[config.mk]
export PLATFORM = sky130hd
export DESIGN_NAME = cpu_if_eoi_deactivate
export DESIGN_NICKNAME = d
export VERILOG_FILES = /design/src/cpu_eoi_pkg.sv /design/src/cpu_if_eoi_deactivate.sv
export VERILOG_INCLUDE_DIRS = /design/src
export SDC_FILE = /design/constraint.sdc
export NUM_CORES = 1
export LEC_CHECK = 0
export ABC_CLOCK_PERIOD_IN_PS = 1020
export BUFFER_PORTS_ARGS = -buffer_cell sky130_fd_sc_hd__buf_2
export CORE_MARGIN = 4
export CORE_UTILIZATION = 37
export CTS_CLUSTER_DIAMETER = 150
export DETAILED_ROUTE_END_ITERATION = 10
export HOLD_SLACK_MARGIN = 0.08
export PLACE_DENSITY = 0.83
export SYNTH_ARGS = -nofsm -noshare
export SYNTH_HDL_FRONTEND = slang
export SYNTH_SLANG_ARGS = --single-unit
[constraint.sdc]
create_clock -name clock_i -period 1.02 [get_ports clock_i]
set_input_delay 0.102 -clock clock_i [delete_from_list [all_inputs] [get_ports clock_i]]
set_output_delay 0.102 -clock clock_i [all_outputs]
set_load 0.01 [all_outputs]
[src/cpu_eoi_regs.svh]
// constants of the end-of-interrupt and deactivate write path
// assumes the system register encoding fields arrive already split
`ifndef CPU_EOI_REGS_SVH
`define CPU_EOI_REGS_SVH

// encoding shared by all three write-only registers
`define ENC_OP0          2'h3
`define ENC_OP1          3'h0
`define ENC_CRN          4'hC
// deactivate_interrupt
`define ENC_CRM_DIR      4'hB
`define ENC_OP2_DIR      3'h1
// end_of_interrupt_group0 and end_of_interrupt_group1
`define ENC_CRM_EOI0     4'h8
`define ENC_CRM_EOI1     4'hC
`define ENC_OP2_EOI      3'h1

// field positions
`define REG_WIDTH        32
`define ID_MSB           23
`define ID_WIDTH         24
`define ID_NARROW_WIDTH  16
`define ID_UPPER_ZERO    8'h00

// reset values
`define ID_RESET         24'h000000

// one flop stage from request to answer
`define ANSWER_LATENCY   1

`endif

[src/cpu_eoi_pkg.sv]
// types of the end-of-interrupt and deactivate write path
// assumes cpu_eoi_regs.svh is on the include path
`include "cpu_eoi_regs.svh"

package cpu_eoi_pkg;

	typedef enum logic [1:0] {LVL_USER, LVL_KERNEL, LVL_HYP, LVL_MONITOR} level_e;

	typedef enum logic [1:0] {TRAP_NONE, TRAP_KERNEL, TRAP_HYP, TRAP_MONITOR} trap_e;

	typedef enum logic [1:0] {VIRT_NONE, VIRT_EOI0, VIRT_EOI1, VIRT_DIR} virt_e;

	typedef struct packed {
		logic [1:0] op0;
		logic [2:0] op1;
		logic [3:0] crn;
		logic [3:0] crm;
		logic [2:0] op2;
	} sysreg_enc_s;

	typedef struct packed {
		logic monitor_level_present;
		logic identifier_width_field;
		logic completion_mode_bit;
		logic monitor_completion_mode;
		logic secure_kernel_completion_mode;
		logic nonsecure_completion_mode;
		logic group0_routing_override;
		logic group1_routing_override;
		logic system_register_enable;
		logic group0_trap_all;
		logic group1_trap_all;
		logic monitor_fast_irq_routing;
		logic monitor_normal_irq_routing;
	} ctrl_s;

	typedef struct packed {
		logic                   valid;
		logic                   group1;
		logic [`ID_MSB:0]       interrupt_identifier;
	} interrupt_identifier_event_s;

endpackage

[src/cpu_if_eoi_deactivate.sv]
// end-of-interrupt and deactivate write handling of one cpu interface
// assumes the core presents one decoded system register write per cycle,
// and the distributor answers the group of the written identifier
// combinationally in the same cycle
// Function
// - deactivate identifier from low field, top ignored
// - identifier width 16 or 24 bits
// - decode deactivate register encoding, write only
// - nonsecure kernel deactivate redirects by group override
// - group 0 write ends group 0 interrupt
// - group 1 write ends group 1 interrupt
// - group 0 override redirects to virtual register
// - group 1 override redirects to virtual register
// - mode 0: drop priority and deactivate
// - mode 1: drop only, deactivate separately
// - no monitor: kernel bit; monitor: monitor bit
// - below monitor: secure or nonsecure bit
// - enable bit 0 traps kernel writes
// - trap-all bits trap nonsecure kernel end writes to hypervisor
// - fast routing traps group 0 ends to monitor; deactivate needs both routing bits
// - normal routing traps group 1 ends to monitor; deactivate needs both routing bits
// - decode both end-of-interrupt register encodings
// - 32-bit, write only, no user access
// - deactivate ignored while mode bit 0
// - deactivate without prior end still deactivates
`include "cpu_eoi_regs.svh"

module cpu_if_eoi_deactivate (
	// clock and reset
	input  wire logic                      clock_i,
	input  wire logic                      reset_i,
	// system register write from the core
	input  wire logic                      write_valid_i,
	input  wire cpu_eoi_pkg::sysreg_enc_s  write_enc_i,
	input  wire logic [`REG_WIDTH-1:0]     write_data_i,
	input  wire cpu_eoi_pkg::level_e       level_i,
	input  wire logic                      secure_i,
	// control bits held elsewhere in the core
	input  wire cpu_eoi_pkg::ctrl_s        ctrl_i,
	// group of the identifier in write_data_i, from the distributor
	input  wire logic                      id_group1_i,
	// completion towards priority logic and distributor
	output cpu_eoi_pkg::interrupt_identifier_event_s      priority_drop_o,
	output cpu_eoi_pkg::interrupt_identifier_event_s      deactivate_o,
	output logic                           deactivate_ignored_o,
	// redirected access towards the virtual interface
	output cpu_eoi_pkg::virt_e             virtual_target_o,
	output logic [`ID_MSB:0]               virtual_id_o,
	// exceptions back to the core
	output cpu_eoi_pkg::trap_e             trap_target_o,
	output logic                           undefined_o
);

	function automatic logic [`ID_MSB:0] clean_id(
		input logic [`REG_WIDTH-1:0] data,
		input logic                  wide
	);
		logic [`ID_MSB:0] id;
		id = data[`ID_MSB:0];
		if (!wide)
			id[`ID_MSB:`ID_NARROW_WIDTH] = `ID_UPPER_ZERO;
		return id;
	endfunction

	function automatic logic mode_select(
		input cpu_eoi_pkg::ctrl_s  c,
		input cpu_eoi_pkg::level_e lvl,
		input logic                sec
	);
		if (!c.monitor_level_present)
			return c.completion_mode_bit;
		if (lvl == cpu_eoi_pkg::LVL_MONITOR)
			return c.monitor_completion_mode;
		return sec ? c.secure_kernel_completion_mode
		           : c.nonsecure_completion_mode;
	endfunction

	// encoding decode
	wire hit_common = write_valid_i && write_enc_i.op0 == `ENC_OP0
		&& write_enc_i.op1 == `ENC_OP1 && write_enc_i.crn == `ENC_CRN;
	wire hit_dir  = hit_common && write_enc_i.crm == `ENC_CRM_DIR
		&& write_enc_i.op2 == `ENC_OP2_DIR;
	wire hit_eoi0 = hit_common && write_enc_i.crm == `ENC_CRM_EOI0
		&& write_enc_i.op2 == `ENC_OP2_EOI;
	wire hit_eoi1 = hit_common && write_enc_i.crm == `ENC_CRM_EOI1
		&& write_enc_i.op2 == `ENC_OP2_EOI;
	wire hit_eoi  = hit_eoi0 || hit_eoi1;
	wire hit_any  = hit_eoi || hit_dir;

	// reserved and narrow-width bits never reach the outputs
	wire [`ID_MSB:0] id_clean =
		clean_id(write_data_i, ctrl_i.identifier_width_field);

	// level and security state
	wire is_user   = level_i == cpu_eoi_pkg::LVL_USER;
	wire is_kernel = level_i == cpu_eoi_pkg::LVL_KERNEL;
	wire is_hyp    = level_i == cpu_eoi_pkg::LVL_HYP;
	wire ns_kernel = is_kernel && !secure_i;
	wire s_kernel  = is_kernel && secure_i;

	// group the access concerns: fixed for end, looked up for deactivate
	wire acc_group1 = hit_eoi1 || (hit_dir && id_group1_i);
	wire override   = acc_group1 ? ctrl_i.group1_routing_override
	                             : ctrl_i.group0_routing_override;
	wire trap_all   = acc_group1 ? ctrl_i.group1_trap_all
	                             : ctrl_i.group0_trap_all;
	wire irq_route  = acc_group1 ? ctrl_i.monitor_normal_irq_routing
	                             : ctrl_i.monitor_fast_irq_routing;
	wire both_route = ctrl_i.monitor_fast_irq_routing
		&& ctrl_i.monitor_normal_irq_routing;
	wire no_ovr     = !ctrl_i.group0_routing_override
		&& !ctrl_i.group1_routing_override;

	wire mode = mode_select(ctrl_i, level_i, secure_i);

	// exceptions in priority order: undefined, kernel, hypervisor, monitor
	wire go_undef  = hit_any && is_user;
	wire go_trap_k = hit_any && is_kernel
		&& !ctrl_i.system_register_enable;
	wire go_trap_h = hit_eoi && ns_kernel && trap_all;
	// redirect only where the guest level owns the group
	wire go_virt   = hit_any && ns_kernel && override;
	wire mon_eoi   = hit_eoi && irq_route
		&& (s_kernel || is_hyp || (ns_kernel && !override));
	wire mon_dir   = hit_dir && both_route
		&& (s_kernel || is_hyp || (ns_kernel && no_ovr));
	wire go_trap_m = ctrl_i.monitor_level_present && (mon_eoi || mon_dir);

	wire blocked = go_undef || go_trap_k || go_trap_h || go_virt
		|| go_trap_m;
	wire perform = hit_any && !blocked;

	// completion effects
	wire drop_nxt = perform && hit_eoi;
	// in split mode a deactivate may come before any end: the
	// distributor still deactivates, the active priority stays
	wire deact_nxt = perform && ((hit_eoi && !mode)
		|| (hit_dir && mode));
	wire ignore_nxt = perform && hit_dir && !mode;

	cpu_eoi_pkg::virt_e virt_nxt;
	assign virt_nxt = !(hit_any && !go_undef && !go_trap_k && !go_trap_h
		&& go_virt) ? cpu_eoi_pkg::VIRT_NONE
		: hit_dir  ? cpu_eoi_pkg::VIRT_DIR
		: hit_eoi1 ? cpu_eoi_pkg::VIRT_EOI1
		:            cpu_eoi_pkg::VIRT_EOI0;

	cpu_eoi_pkg::trap_e trap_nxt;
	assign trap_nxt = go_undef  ? cpu_eoi_pkg::TRAP_NONE
		: go_trap_k ? cpu_eoi_pkg::TRAP_KERNEL
		: go_trap_h ? cpu_eoi_pkg::TRAP_HYP
		: go_virt   ? cpu_eoi_pkg::TRAP_NONE
		: go_trap_m ? cpu_eoi_pkg::TRAP_MONITOR
		:             cpu_eoi_pkg::TRAP_NONE;

	cpu_eoi_pkg::interrupt_identifier_event_s drop_ev;
	cpu_eoi_pkg::interrupt_identifier_event_s deact_ev;
	assign drop_ev  = '{valid: drop_nxt, group1: acc_group1,
		interrupt_identifier: id_clean};
	assign deact_ev = '{valid: deact_nxt, group1: acc_group1,
		interrupt_identifier: id_clean};

	// answers are one-cycle pulses, data follows the write data every cycle
	always_ff @(posedge clock_i or posedge reset_i)
	begin
		if (reset_i)
		begin
			priority_drop_o      <= '{valid: 1'b0, group1: 1'b0,
				interrupt_identifier: `ID_RESET};
			deactivate_o         <= '{valid: 1'b0, group1: 1'b0,
				interrupt_identifier: `ID_RESET};
			deactivate_ignored_o <= 1'b0;
			virtual_target_o     <= cpu_eoi_pkg::VIRT_NONE;
			virtual_id_o         <= `ID_RESET;
			trap_target_o        <= cpu_eoi_pkg::TRAP_NONE;
			undefined_o          <= 1'b0;
		end
		else
		begin
			priority_drop_o      <= drop_ev;
			deactivate_o         <= deact_ev;
			deactivate_ignored_o <= ignore_nxt;
			virtual_target_o     <= virt_nxt;
			virtual_id_o         <= id_clean;
			trap_target_o        <= trap_nxt;
			undefined_o          <= go_undef;
		end
	end
endmodule // cpu_if_eoi_deactivate

Word-level counts from Yosys, hierarchy flattened. Index checks and enable logic that the tools add are counted.

Bits in registers: 33. Bits of input ports: 68. Output and inout bits: 82. Word-level logic and storage cells: 99.

Eq/ne operators: 9. Muxes and demuxes: 19. Reductions and logical operators: 63.

Operators with widths (count): logical AND 1 bit (39); equality test 4 bit (second input constant) (4); 2-to-1 mux 2 bit (8); logical OR 1 bit (12); logical NOT 1 bit (10); 2-to-1 mux 1 bit (10); 2-to-1 mux 8 bit (1); equality test 2 bit (second input constant) (3); equality test 3 x 1 -> 1 bit (second input constant) (1); logical NOT 3 bit (1); equality test 2 x 1 -> 1 bit (second input constant) (1); logical NOT 2 bit (1).

Logic depth before layout (Yosys ltp). Gate-level depths: netlist of the first run.

Word-level depth: 20. Depth in mapped cells: 6. Depth with buffers taken out: 5.

Worst setup path after synthesis of the first run. No wires, ideal clock.

Path type: input to register. From: input write_enc_i[12] (netlist bit). To: register virtual_target_o[1]. Setup time: 0.125 ns. Arrival time: 1.739 ns. Setup slack: -0.844 ns. Stages on the path: 6. Cells stage by stage: or4_1 -> or4_4 -> buf_6 -> o211a_1 -> o211ai_1 -> nor2_1.

Cells in the longest elaborated chain, start to end: 14. Elaborated cells between the ends (all ways): 32.

Ends and longest elaborated chain: from (decl) (RTL line cpu_if_eoi_deactivate.sv:34) `input wire cpu_eoi_pkg::sysreg_enc_s write_enc_i,`; logical NOT 3 bit (no source line) *; logical AND 1 bit (no source line) * (2 in series); logical AND 1 bit (no source line) (2 in series); logical OR 1 bit (RTL line cpu_if_eoi_deactivate.sv:87) `wire hit_eoi = hit_eoi0 || hit_eoi1;`; logical OR 1 bit (RTL line cpu_if_eoi_deactivate.sv:88) `wire hit_any = hit_eoi || hit_dir;`; logical AND 1 bit, on equally long branches (RTL line cpu_if_eoi_deactivate.sv:117, cpu_if_eoi_deactivate.sv:118); logical NOT 1 bit or logical AND 1 bit (tied branches) (RTL line cpu_if_eoi_deactivate.sv:142, cpu_if_eoi_deactivate.sv:119); logical AND 1 bit or logical NOT 1 bit (tied branches) (RTL line cpu_if_eoi_deactivate.sv:142) `assign virt_nxt = !(hit_any && !go_undef && !go_trap_k && !go_trap_h`; logical AND 1 bit (2 in series) (RTL line cpu_if_eoi_deactivate.sv:142); logical AND 1 bit (RTL line cpu_if_eoi_deactivate.sv:143) `&& go_virt) ? cpu_eoi_pkg::VIRT_NONE`; 2-to-1 mux 2 bit * (RTL line cpu_if_eoi_deactivate.sv:143); net virt_nxt[1] (RTL line cpu_if_eoi_deactivate.sv:141) `cpu_eoi_pkg::virt_e virt_nxt;`; to (signal assigned) (RTL line cpu_if_eoi_deactivate.sv:173) `virtual_target_o <= cpu_eoi_pkg::VIRT_NONE;`; to (signal assigned) (RTL line cpu_if_eoi_deactivate.sv:183) `virtual_target_o <= virt_nxt;`; to (decl) (RTL line cpu_if_eoi_deactivate.sv:47) `output cpu_eoi_pkg::virt_e virtual_target_o,`.

Mark *: on every way through the listed nets, which the timed path passes. The rest lies on a longest branch.

Final worst setup path of the first run.
From: input write_enc_i[12] (netlist bit). To: register trap_target_o[1].

Cells in the longest elaborated chain, start to end: 19. Elaborated cells between the ends (all ways): 37.

Ends and longest elaborated chain: logical NOT 3 bit (no source line) *; logical AND 1 bit (no source line) * (2 in series); logical AND 1 bit (no source line) (2 in series); logical AND 1 bit (RTL line cpu_if_eoi_deactivate.sv:102) `wire acc_group1 = hit_eoi1 || (hit_dir && id_group1_i);`; logical OR 1 bit (RTL line cpu_if_eoi_deactivate.sv:102); 2-to-1 mux 1 bit (RTL line cpu_if_eoi_deactivate.sv:103) `wire override = acc_group1 ? ctrl_i.group1_routing_override`; logical NOT 1 bit (RTL line cpu_if_eoi_deactivate.sv:124) `&& (s_kernel || is_hyp || (ns_kernel && !override));`; logical AND 1 bit (RTL line cpu_if_eoi_deactivate.sv:124); [2 not listed]; logical OR 1 bit (RTL line cpu_if_eoi_deactivate.sv:127) `wire go_trap_m = ctrl_i.monitor_level_present && (mon_eoi || mon_dir);`; logical AND 1 bit (RTL line cpu_if_eoi_deactivate.sv:127); 2-to-1 mux 2 bit (RTL line cpu_if_eoi_deactivate.sv:153) `: go_trap_m ? cpu_eoi_pkg::TRAP_MONITOR`; 2-to-1 mux 2 bit (RTL line cpu_if_eoi_deactivate.sv:152) `: go_virt ? cpu_eoi_pkg::TRAP_NONE`; 2-to-1 mux 2 bit (RTL line cpu_if_eoi_deactivate.sv:151) `: go_trap_h ? cpu_eoi_pkg::TRAP_HYP`; 2-to-1 mux 2 bit (RTL line cpu_if_eoi_deactivate.sv:150) `: go_trap_k ? cpu_eoi_pkg::TRAP_KERNEL`; 2-to-1 mux 2 bit * (RTL line cpu_if_eoi_deactivate.sv:149) `assign trap_nxt = go_undef ? cpu_eoi_pkg::TRAP_NONE`; net trap_nxt[1] (RTL line cpu_if_eoi_deactivate.sv:148) `cpu_eoi_pkg::trap_e trap_nxt;`; to (signal assigned) (RTL line cpu_if_eoi_deactivate.sv:175) `trap_target_o <= cpu_eoi_pkg::TRAP_NONE;`; to (signal assigned) (RTL line cpu_if_eoi_deactivate.sv:185) `trap_target_o <= trap_nxt;`; to (decl) (RTL line cpu_if_eoi_deactivate.sv:50) `output cpu_eoi_pkg::trap_e trap_target_o,`.

Marks and branches as above.

==> results of run 1 <==
## state kept, by name (all words and copies together), names as in the netlist
signal / count
priority_drop_o: 1
virtual_id_o: 24
virtual_target_o: 2
trap_target_o: 2
undefined_o: 1
deactivate_o: 2
deactivate_ignored_o: 1
## power by group through the flow
stage / sequential, mW / clock (mW) / combinational (mW)
after floorplan: 1.44 / 0 / 0.283
after global placement: 1.41 / 0 / 0.518
after detailed placement: 1.41 / 0 / 0.527
after CTS: 1.39 / 1.26 / 0.615
after global routing: 1.39 / 1.32 / 0.675
final: 1.39 / 1.22 / 0.617
## worst paths after layout
kind,to,depth (start not counted),start
setup / recovery,trap_target_o[1]$_DFF_PP0_,7,write_enc_i[12]
max in group asynchronous,deactivate_ignored_o$_DFF_PP0_,4,reset_i
min in group asynchronous,virtual_id_o[11]$_DFF_PP0_,4,reset_i
hold / removal,virtual_id_o[23]$_DFF_PP0_,2,ctrl_i[11]
## final cells by class
cell class                      count  area, um2
Timing Repair Buffer              187       1140
Sequential cell                    33        826
Fill cell                         360       1690
Multi-Input combinational cell     66        531
Clock buffer                        7       86.3
Inverter                            6       22.5
Clock inverter                      1       30.0
Tap cell                           52       65.1
## cells in the final DEF (no fill, tap or decap), types with 2 or more instances in the layout
cell type,n
a21oi_1,3
and2_1,8
buf_2,140
buf_4,19
buf_6,2
clkbuf_8,6
dfrtp_1,33
dlygate4sd3_1,25
inv_1,6
mux2_2,3
mux2i_1,2
nand2_1,4
nand2b_1,4
nand4b_1,3
nor2_1,8
nor3_2,4
nor3_4,2
nor3b_1,2
o211ai_1,2
or4_4,3
## metrics by stage
| stage | cells | hold slack (ns) | util (%) |
|---|---|---|---|
| 6_report | 352 | 0.116 | 61.5 |
| 5_1_grt | 352 | 0.131 | 61.5 |
| 3_5_place_dp | 317 | 0.156 | 50.9 |
| 2_1_floorplan | 154 | 0.133 | - |
| 4_1_cts | 351 | 0.107 | 60.6 |
| 3_3_place_gp | 317 | 0.150 | 50.9 |
## per-layer routing
| layer | up-vias | global-route usage (%) | share of wire (%) |
|---|---|---|---|
| met1 | 721 | 15.5 | 35 |
| met2 | 84 | 28.8 | 55 |
| met3 | 5 | 3.43 | 9.3 |
| met4 | 0 | 5.24 | 1.3 |
| li1 | 766 | - | - |
| met5 | - | 0 | 0 |
## Yosys cell counts (2+ instances only)
cell type,count
buf_4,49
dfrtp_1,33
nor2_1,9
and2_1,8
inv_1,6
nand2_1,4
nand2b_1,4
nor3_1,4
a21oi_1,3
mux2_2,3
nand4b_1,3
mux2i_1,2
nor3b_1,2
nor4_1,2
o211ai_1,2
## cells by family after synthesis
logic type             Yosys count
buffers and inverters           56
AO/OA/AOI/OAI                   14
flip-flops                      33
AND/OR/NAND/NOR                 46
multiplexers                     5
## timing repair
item / 4_1_cts / 5_1_grt
pin swaps: 3 / 4
endpoints found under the hold margin: 57 / 0
resized for setup: 11 / 5
hold buffers: 25 / 0
buffers inserted: 0 / 1
cloned: 1 / 0
endpoints found under the setup margin: 9 / 9
==> out/metrics.cfg, run 1 <==
[clock_tree]
cts.sinks=33
cts.clk_slew.worst_paths_ns=0.06
cts_max_level=2
clock_path_buffers=2
cts_tree=built
numCtsBuffers=5
root_buffer=clkbuf_8

[setup_path]
critPathKind=primary input to flip-flop
path_cells=buf_6 > or4_4 > or4_4 > buf_4 > a211oi_2 > a41o_4 > a2bb2oi_2
crit_slowest_cell=or4_4
critPathBufInv=2
crit_path_start_kind=primary input
arrival_ns=1.97
cp_max_fo=5
cp.required_ns=1.22
cp_slowest_stage_delay_ns=0.58
crit_top_cell=or4_4
cpLargestDelayFamily=simple AND/OR/NAND/NOR gates
end_kind=flip-flop

[logic_synthesis]
synth-seq-cells=33
syn_inst=154
yosysTopAreaCellShare_pct=49.2
synth_xor_area_share_pct=0
synth_area_um2=1680
ys.flop_type=dfrtp_1
synth_cell_type_count=35
synth_edf_count=0
synth_top_family_by_area=buffers and inverters
yosys-mux-area-fraction_pct=3.20
synth_top_area_cell=dfrtp_1
seq_area_frac_synth_pct=49.2
syn_area_per_cell_um2=10.9
yosys-top-cells-area=dfrtp_1 (49%), buf_4 (22%), and2_1 (3.0%), nor2_1 (2.0%), mux2_2 (2.0%)
synth_compound_area_share_pct=6.18
synth_nets=222
async_flop_share_pct=100
synthAdderAreaFrac_pct=0
yosys.area_share.simple_pct=17.5
yosysWarnings=0

[routing]
ant_nets=0
drtIter0Drc=25
vias=1576
dr.pass1.iters=4
avgViaCountPerCell=4.48
wl_per_cell_um=13.6
finalWirelength_mm=4.78
drc=0

[timing]
rsz0062_at_grt=yes
layout_setup_ws_ns=-0.753
relSlewSlack_pct=72.5
tns_ns=-5.79
tightestPinTransition_ns=0.413
clock.fmax_ghz=0.564
final.period_utilization_pct=174
finalSetupViolations=9
finalCriticalPeriod_ns=1.77
slew_viol_final=0
final_hold_viol_count=0

[die]
start_util_pct=38.3
ioPinCount=150
core_area_um2=4380
dieWidth_um=75.4
rows=24
die_h_um=75.4
dieArea_um2=5680

[placement]
portBuffers=141
gp_congestion=0.808
dpl-instance-area_um2=2230
place_ws_ns=-1.04
dp_hpwl_mm=3.48

[power]
power_mw=3.23
powerDensity_nw_per_um2=1200
p_seq_share_pct=43.0
clockPowerShare_pct=37.9
p_int_mw=2.48
p_switching_mw=0.745
combPwrFrac_pct=19.1
worst_ir_drop_vdd_uv=712
power_leakage_nw=1.47
swShare_pct=23.1

[global_routing]
track_usage_pct=14.9
grt_overflow=0
grt_antenna_before_repair=0
grt_pass1_vias=1438
grt_max_degree=34
grt_pass1_wl_mm=6.30

[layout]
diodes=0
area_delta_synth_final_pct=60.6
design_area_um2=2700
final_layout_size_suffix_gt1_share_pct=62.3
nets=367

[status]
status=finished, violations left
violations=negative setup slack

[worst_hold_path]
hp-class=primary input to flip-flop

[job]
cap_violations=0

Note: power is estimated with default switching activity, not from simulation.
==> run 2: changes to the inputs <==
--- a/config.mk
+++ b/config.mk
@@ -14,6 +14,7 @@
 export DETAILED_ROUTE_END_ITERATION = 10
 export HOLD_SLACK_MARGIN = 0.08
 export PLACE_DENSITY = 0.83
+export SKIP_LAST_GASP = 1
 export SYNTH_ARGS = -nofsm -noshare
 export SYNTH_HDL_FRONTEND = slang
 export SYNTH_SLANG_ARGS = --single-unit
==> run 2 against run 1 <==
Against the previous run:
- the run still ends with negative setup slack left
- via count is 0.38% higher
- combinational power hardly changed
- global-route usage is 0.055 points lower
- count of clock-buffer cells in the layout stayed put
- cell area is 0.65% lower
- clock power hardly changed
- worst setup slack better by 0.0020 ns
- largest cell class unchanged
- worst hold slack better by 0.00055 ns
- total power hardly changed
- cell count stayed put
- sequential cell count stayed put
- fmax is 0.11% higher
==> out/metrics.cfg, run 2 (synthesized netlist as in run 1, its figures left out) <==
[global_routing]
grtUsageMet3_pct=3.43
top_usage_layer=met2
grtUsageMet2_pct=28.8
grt_overflow=0
globalRouteMet1Util_pct=15.3
grt_pass1_vias=1438
grt_antenna_before_repair=0
grt_max_degree=34
grt_pass1_wl_mm=6.28
track_usage_pct=14.8

[routing]
wl_per_cell_um=13.4
drtIter0Drc=30
avgViaCountPerCell=4.49
dr.pass1.iters=4
vias=1582
drc=0
finalWirelength_mm=4.70
ant_nets=0

[setup_path]
crit_start=write_enc_i[12]
cp.depth=7
crit_slowest_cell=or4_4
cp.required_ns=1.22
path_cells=buf_6 > or4_4 > or4_4 > buf_4 > a211oi_2 > a41o_4 > a2bb2oi_1
cp_max_fo=5
crit_path_start_kind=primary input
cpLargestDelayFamily=simple AND/OR/NAND/NOR gates
end_kind=flip-flop
crit_end=trap_target_o[1]$_DFF_PP0_
critPathKind=primary input to flip-flop
crit_top_cell=or4_4
critPathBufInv=2
arrival_ns=1.97
cp_slowest_stage_delay_ns=0.58

[timing]
clock.fmax_ghz=0.565
final_hold_viol_count=0
rsz0062_at_grt=yes
tightestPinTransition_ns=0.383
finalSetupViolations=9
layout_setup_ws_ns=-0.751
relSlewSlack_pct=74.4
finalCriticalPeriod_ns=1.77
tns_ns=-5.81
final.period_utilization_pct=174
slew_viol_final=0

[power]
p_int_mw=2.48
p_switching_mw=0.745
combPwrFrac_pct=19.0
power_leakage_nw=1.47
p_seq_share_pct=43.0
swShare_pct=23.1
worst_ir_drop_vdd_uv=713
clockPowerShare_pct=38.0
powerDensity_nw_per_um2=1210

[die]
core_area_um2=4380
die_h_um=75.4
start_util_pct=38.3
rows=24
dieWidth_um=75.4
ioPinCount=150
dieArea_um2=5680

[placement]
dp_cells=317
gp_congestion=0.808
dp_hpwl_mm=3.48
portBuffers=141

[layout]
diodes=0
largest_reg_flops=24
fillCellCount=356
final_layout_size_suffix_gt1_share_pct=61.7
layout_common_cells=buf_2 (140), dfrtp_1 (33), dlygate4sd3_1 (25)
final_cells=352
nets=367
layout_commonest_cell=buf_2
top_register=virtual_id_o
area_delta_synth_final_pct=59.5

[worst_hold_path]
hp-class=primary input to flip-flop
min-delay-start=ctrl_i[11]

[clock_tree]
cts.clk_slew.worst_paths_ns=0.06
cts_max_level=2
cts.sinks=33
root_buffer=clkbuf_8
numCtsBuffers=5
cts_tree=built
clock_path_buffers=2

[status]
violations=negative setup slack
status=finished, violations left

[job]
cap_violations=0

run 2: cell counts in the layout (fill, tap and decap cells not counted):
No cell type changed its count.
run 2: cell type report:
cell class                 instances  area (um2)  share of cell area, %
inverter                           6        22.5                  0.841
sequential                        33         826                   30.8
timing repair buffer             187        1140                   42.4
clock buffer                       7        86.3                   3.22
multi-input combinational         66         513                   19.1
clock inverter                     1        30.0                   1.12
tap                               52        65.1                   2.43
run 2: power groups by stage:
stage | Sequential [mW] | Combinational, mW | Clock [mW]
after global placement | 1.41 | 0.518 | 0
after detailed placement | 1.41 | 0.527 | 0
after floorplan | 1.44 | 0.283 | 0
after CTS | 1.39 | 0.612 | 1.26
final | 1.39 | 0.614 | 1.23
after global routing | 1.39 | 0.672 | 1.32
run 2: per-layer routing:
layer	part of all wire [%]	up-vias
li1	-	766
met3	9.4	5
met4	1.3	0
met5	0	-
met1	35	725
met2	54	86
run 2: repair_timing:
item / in CTS / in global routing
gates resized for setup: 9 / 4
endpoints found under the setup margin: 9 / 9
pin swaps: 3 / 4
cloned: 1 / 0
hold buffers: 25 / 0
setup buffers: 0 / 1
endpoints found under the hold margin: 57 / 0
run 2: how the worst min path moves through the flow:
| stage | end | slack (ns) | cells after the start |
|---|---|---|---|
| after floorplan | virtual_id_o[0]$_DFF_PP0_ | 0.13 | 0 |
| after global placement | virtual_id_o[13]$_DFF_PP0_ | 0.15 | 3 |
| after detailed placement | virtual_id_o[11]$_DFF_PP0_ | 0.16 | 3 |
| after CTS | virtual_id_o[18]$_DFF_PP0_ | 0.11 | 2 |
| after global routing | virtual_id_o[23]$_DFF_PP0_ | 0.13 | 2 |
| final | virtual_id_o[23]$_DFF_PP0_ | 0.12 | 2 |
run 2: per-stage QoR:
| step | setup slack, ns | hold slack, ns | instance area, um2 | total power, mW | util (%) |
|---|---|---|---|---|---|
| 2_1_floorplan | -0.844 | 0.133 | 1680 | 1.72 | - |
| 3_3_place_gp | -0.956 | 0.150 | 2230 | 1.93 | 50.9 |
| 3_5_place_dp | -1.04 | 0.156 | 2230 | 1.94 | 50.9 |
| 4_1_cts | -0.711 | 0.107 | 2650 | 3.26 | 60.4 |
| 5_1_grt | -0.786 | 0.131 | 2680 | 3.39 | 61.1 |
| 6_report | -0.751 | 0.117 | 2680 | 3.23 | 61.1 |
==> run 3: changes to the inputs <==
--- a/config.mk
+++ b/config.mk
@@ -9,11 +9,12 @@
 export ABC_CLOCK_PERIOD_IN_PS = 1020
 export BUFFER_PORTS_ARGS = -buffer_cell sky130_fd_sc_hd__buf_2
 export CORE_MARGIN = 4
-export CORE_UTILIZATION = 37
+export CORE_UTILIZATION = 39
+export CTS_BUF_LIST = sky130_fd_sc_hd__clkbuf_4
 export CTS_CLUSTER_DIAMETER = 150
 export DETAILED_ROUTE_END_ITERATION = 10
 export HOLD_SLACK_MARGIN = 0.08
-export PLACE_DENSITY = 0.83
+export PLACE_DENSITY = 0.87
 export SKIP_LAST_GASP = 1
 export SYNTH_ARGS = -nofsm -noshare
 export SYNTH_HDL_FRONTEND = slang
==> run 3 against run 2 <==
Against the previous run:
- the run still ends with negative setup slack left
- worst setup slack improved by 0.0061 ns
- cell count increased by 0.85%
- die area is 4.6% lower
- routed wire length increased by 10%
- cell area up 1.7%
- count of clock-buffer cells in the layout down 1
==> out/metrics.cfg, run 3 (synthesized netlist as in run 1, its figures left out) <==
[routing]
dr.pass1.iters=4
avgViaCountPerCell=4.63
drtIter0Drc=56
wl_per_cell_um=14.6
finalWirelength_mm=5.17
vias=1644
drc=0
ant_nets=0

[global_routing]
grtUsageMet3_pct=3.56
grtUsageMet2_pct=31.6
grt_max_degree=34
top_usage_layer=met2
grt_pass1_vias=1510
grt_antenna_before_repair=0
grt_pass1_wl_mm=6.76
track_usage_pct=16.6
globalRouteMet1Util_pct=17.4
grt_overflow=0

[die]
ioPinCount=150
start_util_pct=41.1
dieWidth_um=73.6
dieArea_um2=5420
die_h_um=73.6
core_area_um2=4090
rows=23

[clock_tree]
cts_tree=built
cts.clk_slew.worst_paths_ns=0.10
root_buffer=clkbuf_4
cts_max_level=2
cts.sinks=33
clock_path_buffers=2
numCtsBuffers=5

[worst_hold_path]
hp-class=primary input to flip-flop
min-delay-start=ctrl_i[10]
hold_end=deactivate_ignored_o$_DFF_PP0_
worstHoldPathCells=4

[timing]
final_hold_viol_count=0
finalSetupViolations=9
final.period_utilization_pct=173
tns_ns=-5.61
layout_setup_ws_ns=-0.745
slew_viol_final=0
clock.fmax_ghz=0.567
relSlewSlack_pct=74.5
finalCriticalPeriod_ns=1.76
worst_hold_slack_ns=0.119
rsz0062_at_grt=yes
tightestPinTransition_ns=0.382

[setup_path]
crit_top_cell=or4_4
crit_path_start_kind=primary input
path_cells=buf_6 > or4_4 > or4_4 > nand4b_1 > buf_4 > a22o_1
cpLargestDelayFamily=simple AND/OR/NAND/NOR gates
arrival_ns=1.97
critPathBufInv=2
cp_slowest_stage_delay_ns=0.61
crit_slowest_cell=or4_4
cp_max_fo=5
end_kind=flip-flop
critPathKind=primary input to flip-flop
cp.required_ns=1.23

[placement]
portBuffers=141
dp_hpwl_mm=3.68
dpl-instance-area_um2=2220
gp_congestion=0.777
dp_cells=314

[status]
status=finished, violations left
violations=negative setup slack

[layout]
design_area_um2=2730
diodes=0
top_register=virtual_id_o
largest_reg_flops=24
layout_commonest_cell=buf_2
final_layout_size_suffix_gt1_share_pct=61.0
final_cells=355
area_delta_synth_final_pct=62.3
layout_common_cells=buf_2 (136), dfrtp_1 (33), dlygate4sd3_1 (29)
fillCellCount=316
nets=372

[power]
power_leakage_nw=1.48
power_mw=2.97
worst_ir_drop_vdd_uv=498
powerDensity_nw_per_um2=1090

[job]
cap_violations=0

-- run 3: changes by cell type in the layout (fill, tap and decap cells not counted), moves of 4 or more --
cell	change
clkbuf_4	+6
buf_6	+4
dlygate4sd3_1	+4
buf_2	-4
clkbuf_8	-6
-- run 3: how the worst max path moves through the flow --
stage                    startpoint                       endpoint  slack (ns)  depth (start not counted)
floorplan           write_enc_i[12]  virtual_target_o[1]$_DFF_PP0_       -0.84                          6
global placement    write_enc_i[12]  priority_drop_o[25]$_DFF_PP0_       -0.96                          6
detailed placement  write_enc_i[12]  priority_drop_o[25]$_DFF_PP0_       -1.02                          6
CTS                 write_enc_i[12]  priority_drop_o[25]$_DFF_PP0_       -0.66                          6
global route        write_enc_i[12]     deactivate_o[25]$_DFF_PP0_       -0.76                          6
finish              write_enc_i[12]     trap_target_o[0]$_DFF_PP0_       -0.74                          6
-- run 3: cell type report --
type	count	area (um2)	share of cell area [%]
multi-input combinational	66	527	19.3
inverter	6	22.5	0.826
timing repair buffer	192	1210	44.4
sequential	33	826	30.3
tap	50	62.6	2.30
clock inverter	2	33.8	1.24
clock buffer	6	45.0	1.65
-- run 3: through the flow --
stage / utilization, % / setup slack, ns
floorplan: - / -0.844
global placement: 54.4 / -0.961
detailed placement: 54.4 / -1.02
CTS: 64.7 / -0.660
global route: 66.7 / -0.757
finish: 66.7 / -0.745
-- run 3: per-layer routing --
| layer | part of all wire [%] | up-vias |
|---|---|---|
| li1 | - | 775 |
| met4 | 2.6 | 0 |
| met1 | 33 | 766 |
| met3 | 8.5 | 12 |
| met2 | 55 | 91 |
| met5 | 0 | - |
-- run 3: repair_timing --
| item | CTS | global route |
|---|---|---|
| setup buffers | 1 | 2 |
| pin swaps | 3 | 8 |
| hold buffers | 29 | 0 |
| gates cloned | 1 | 0 |
| gates resized for setup | 7 | 12 |
| endpoints found under the setup margin | 9 | 39 |
| hold endpoints to repair | 59 | 0 |
-- run 3: where the power goes --
part	total (mW)	switching, mW	internal (mW)
logic	0.644	0.293	0.351
registers	1.39	0.0370	1.36
clock network	0.937	0.400	0.537
total	2.97	0.730	2.24
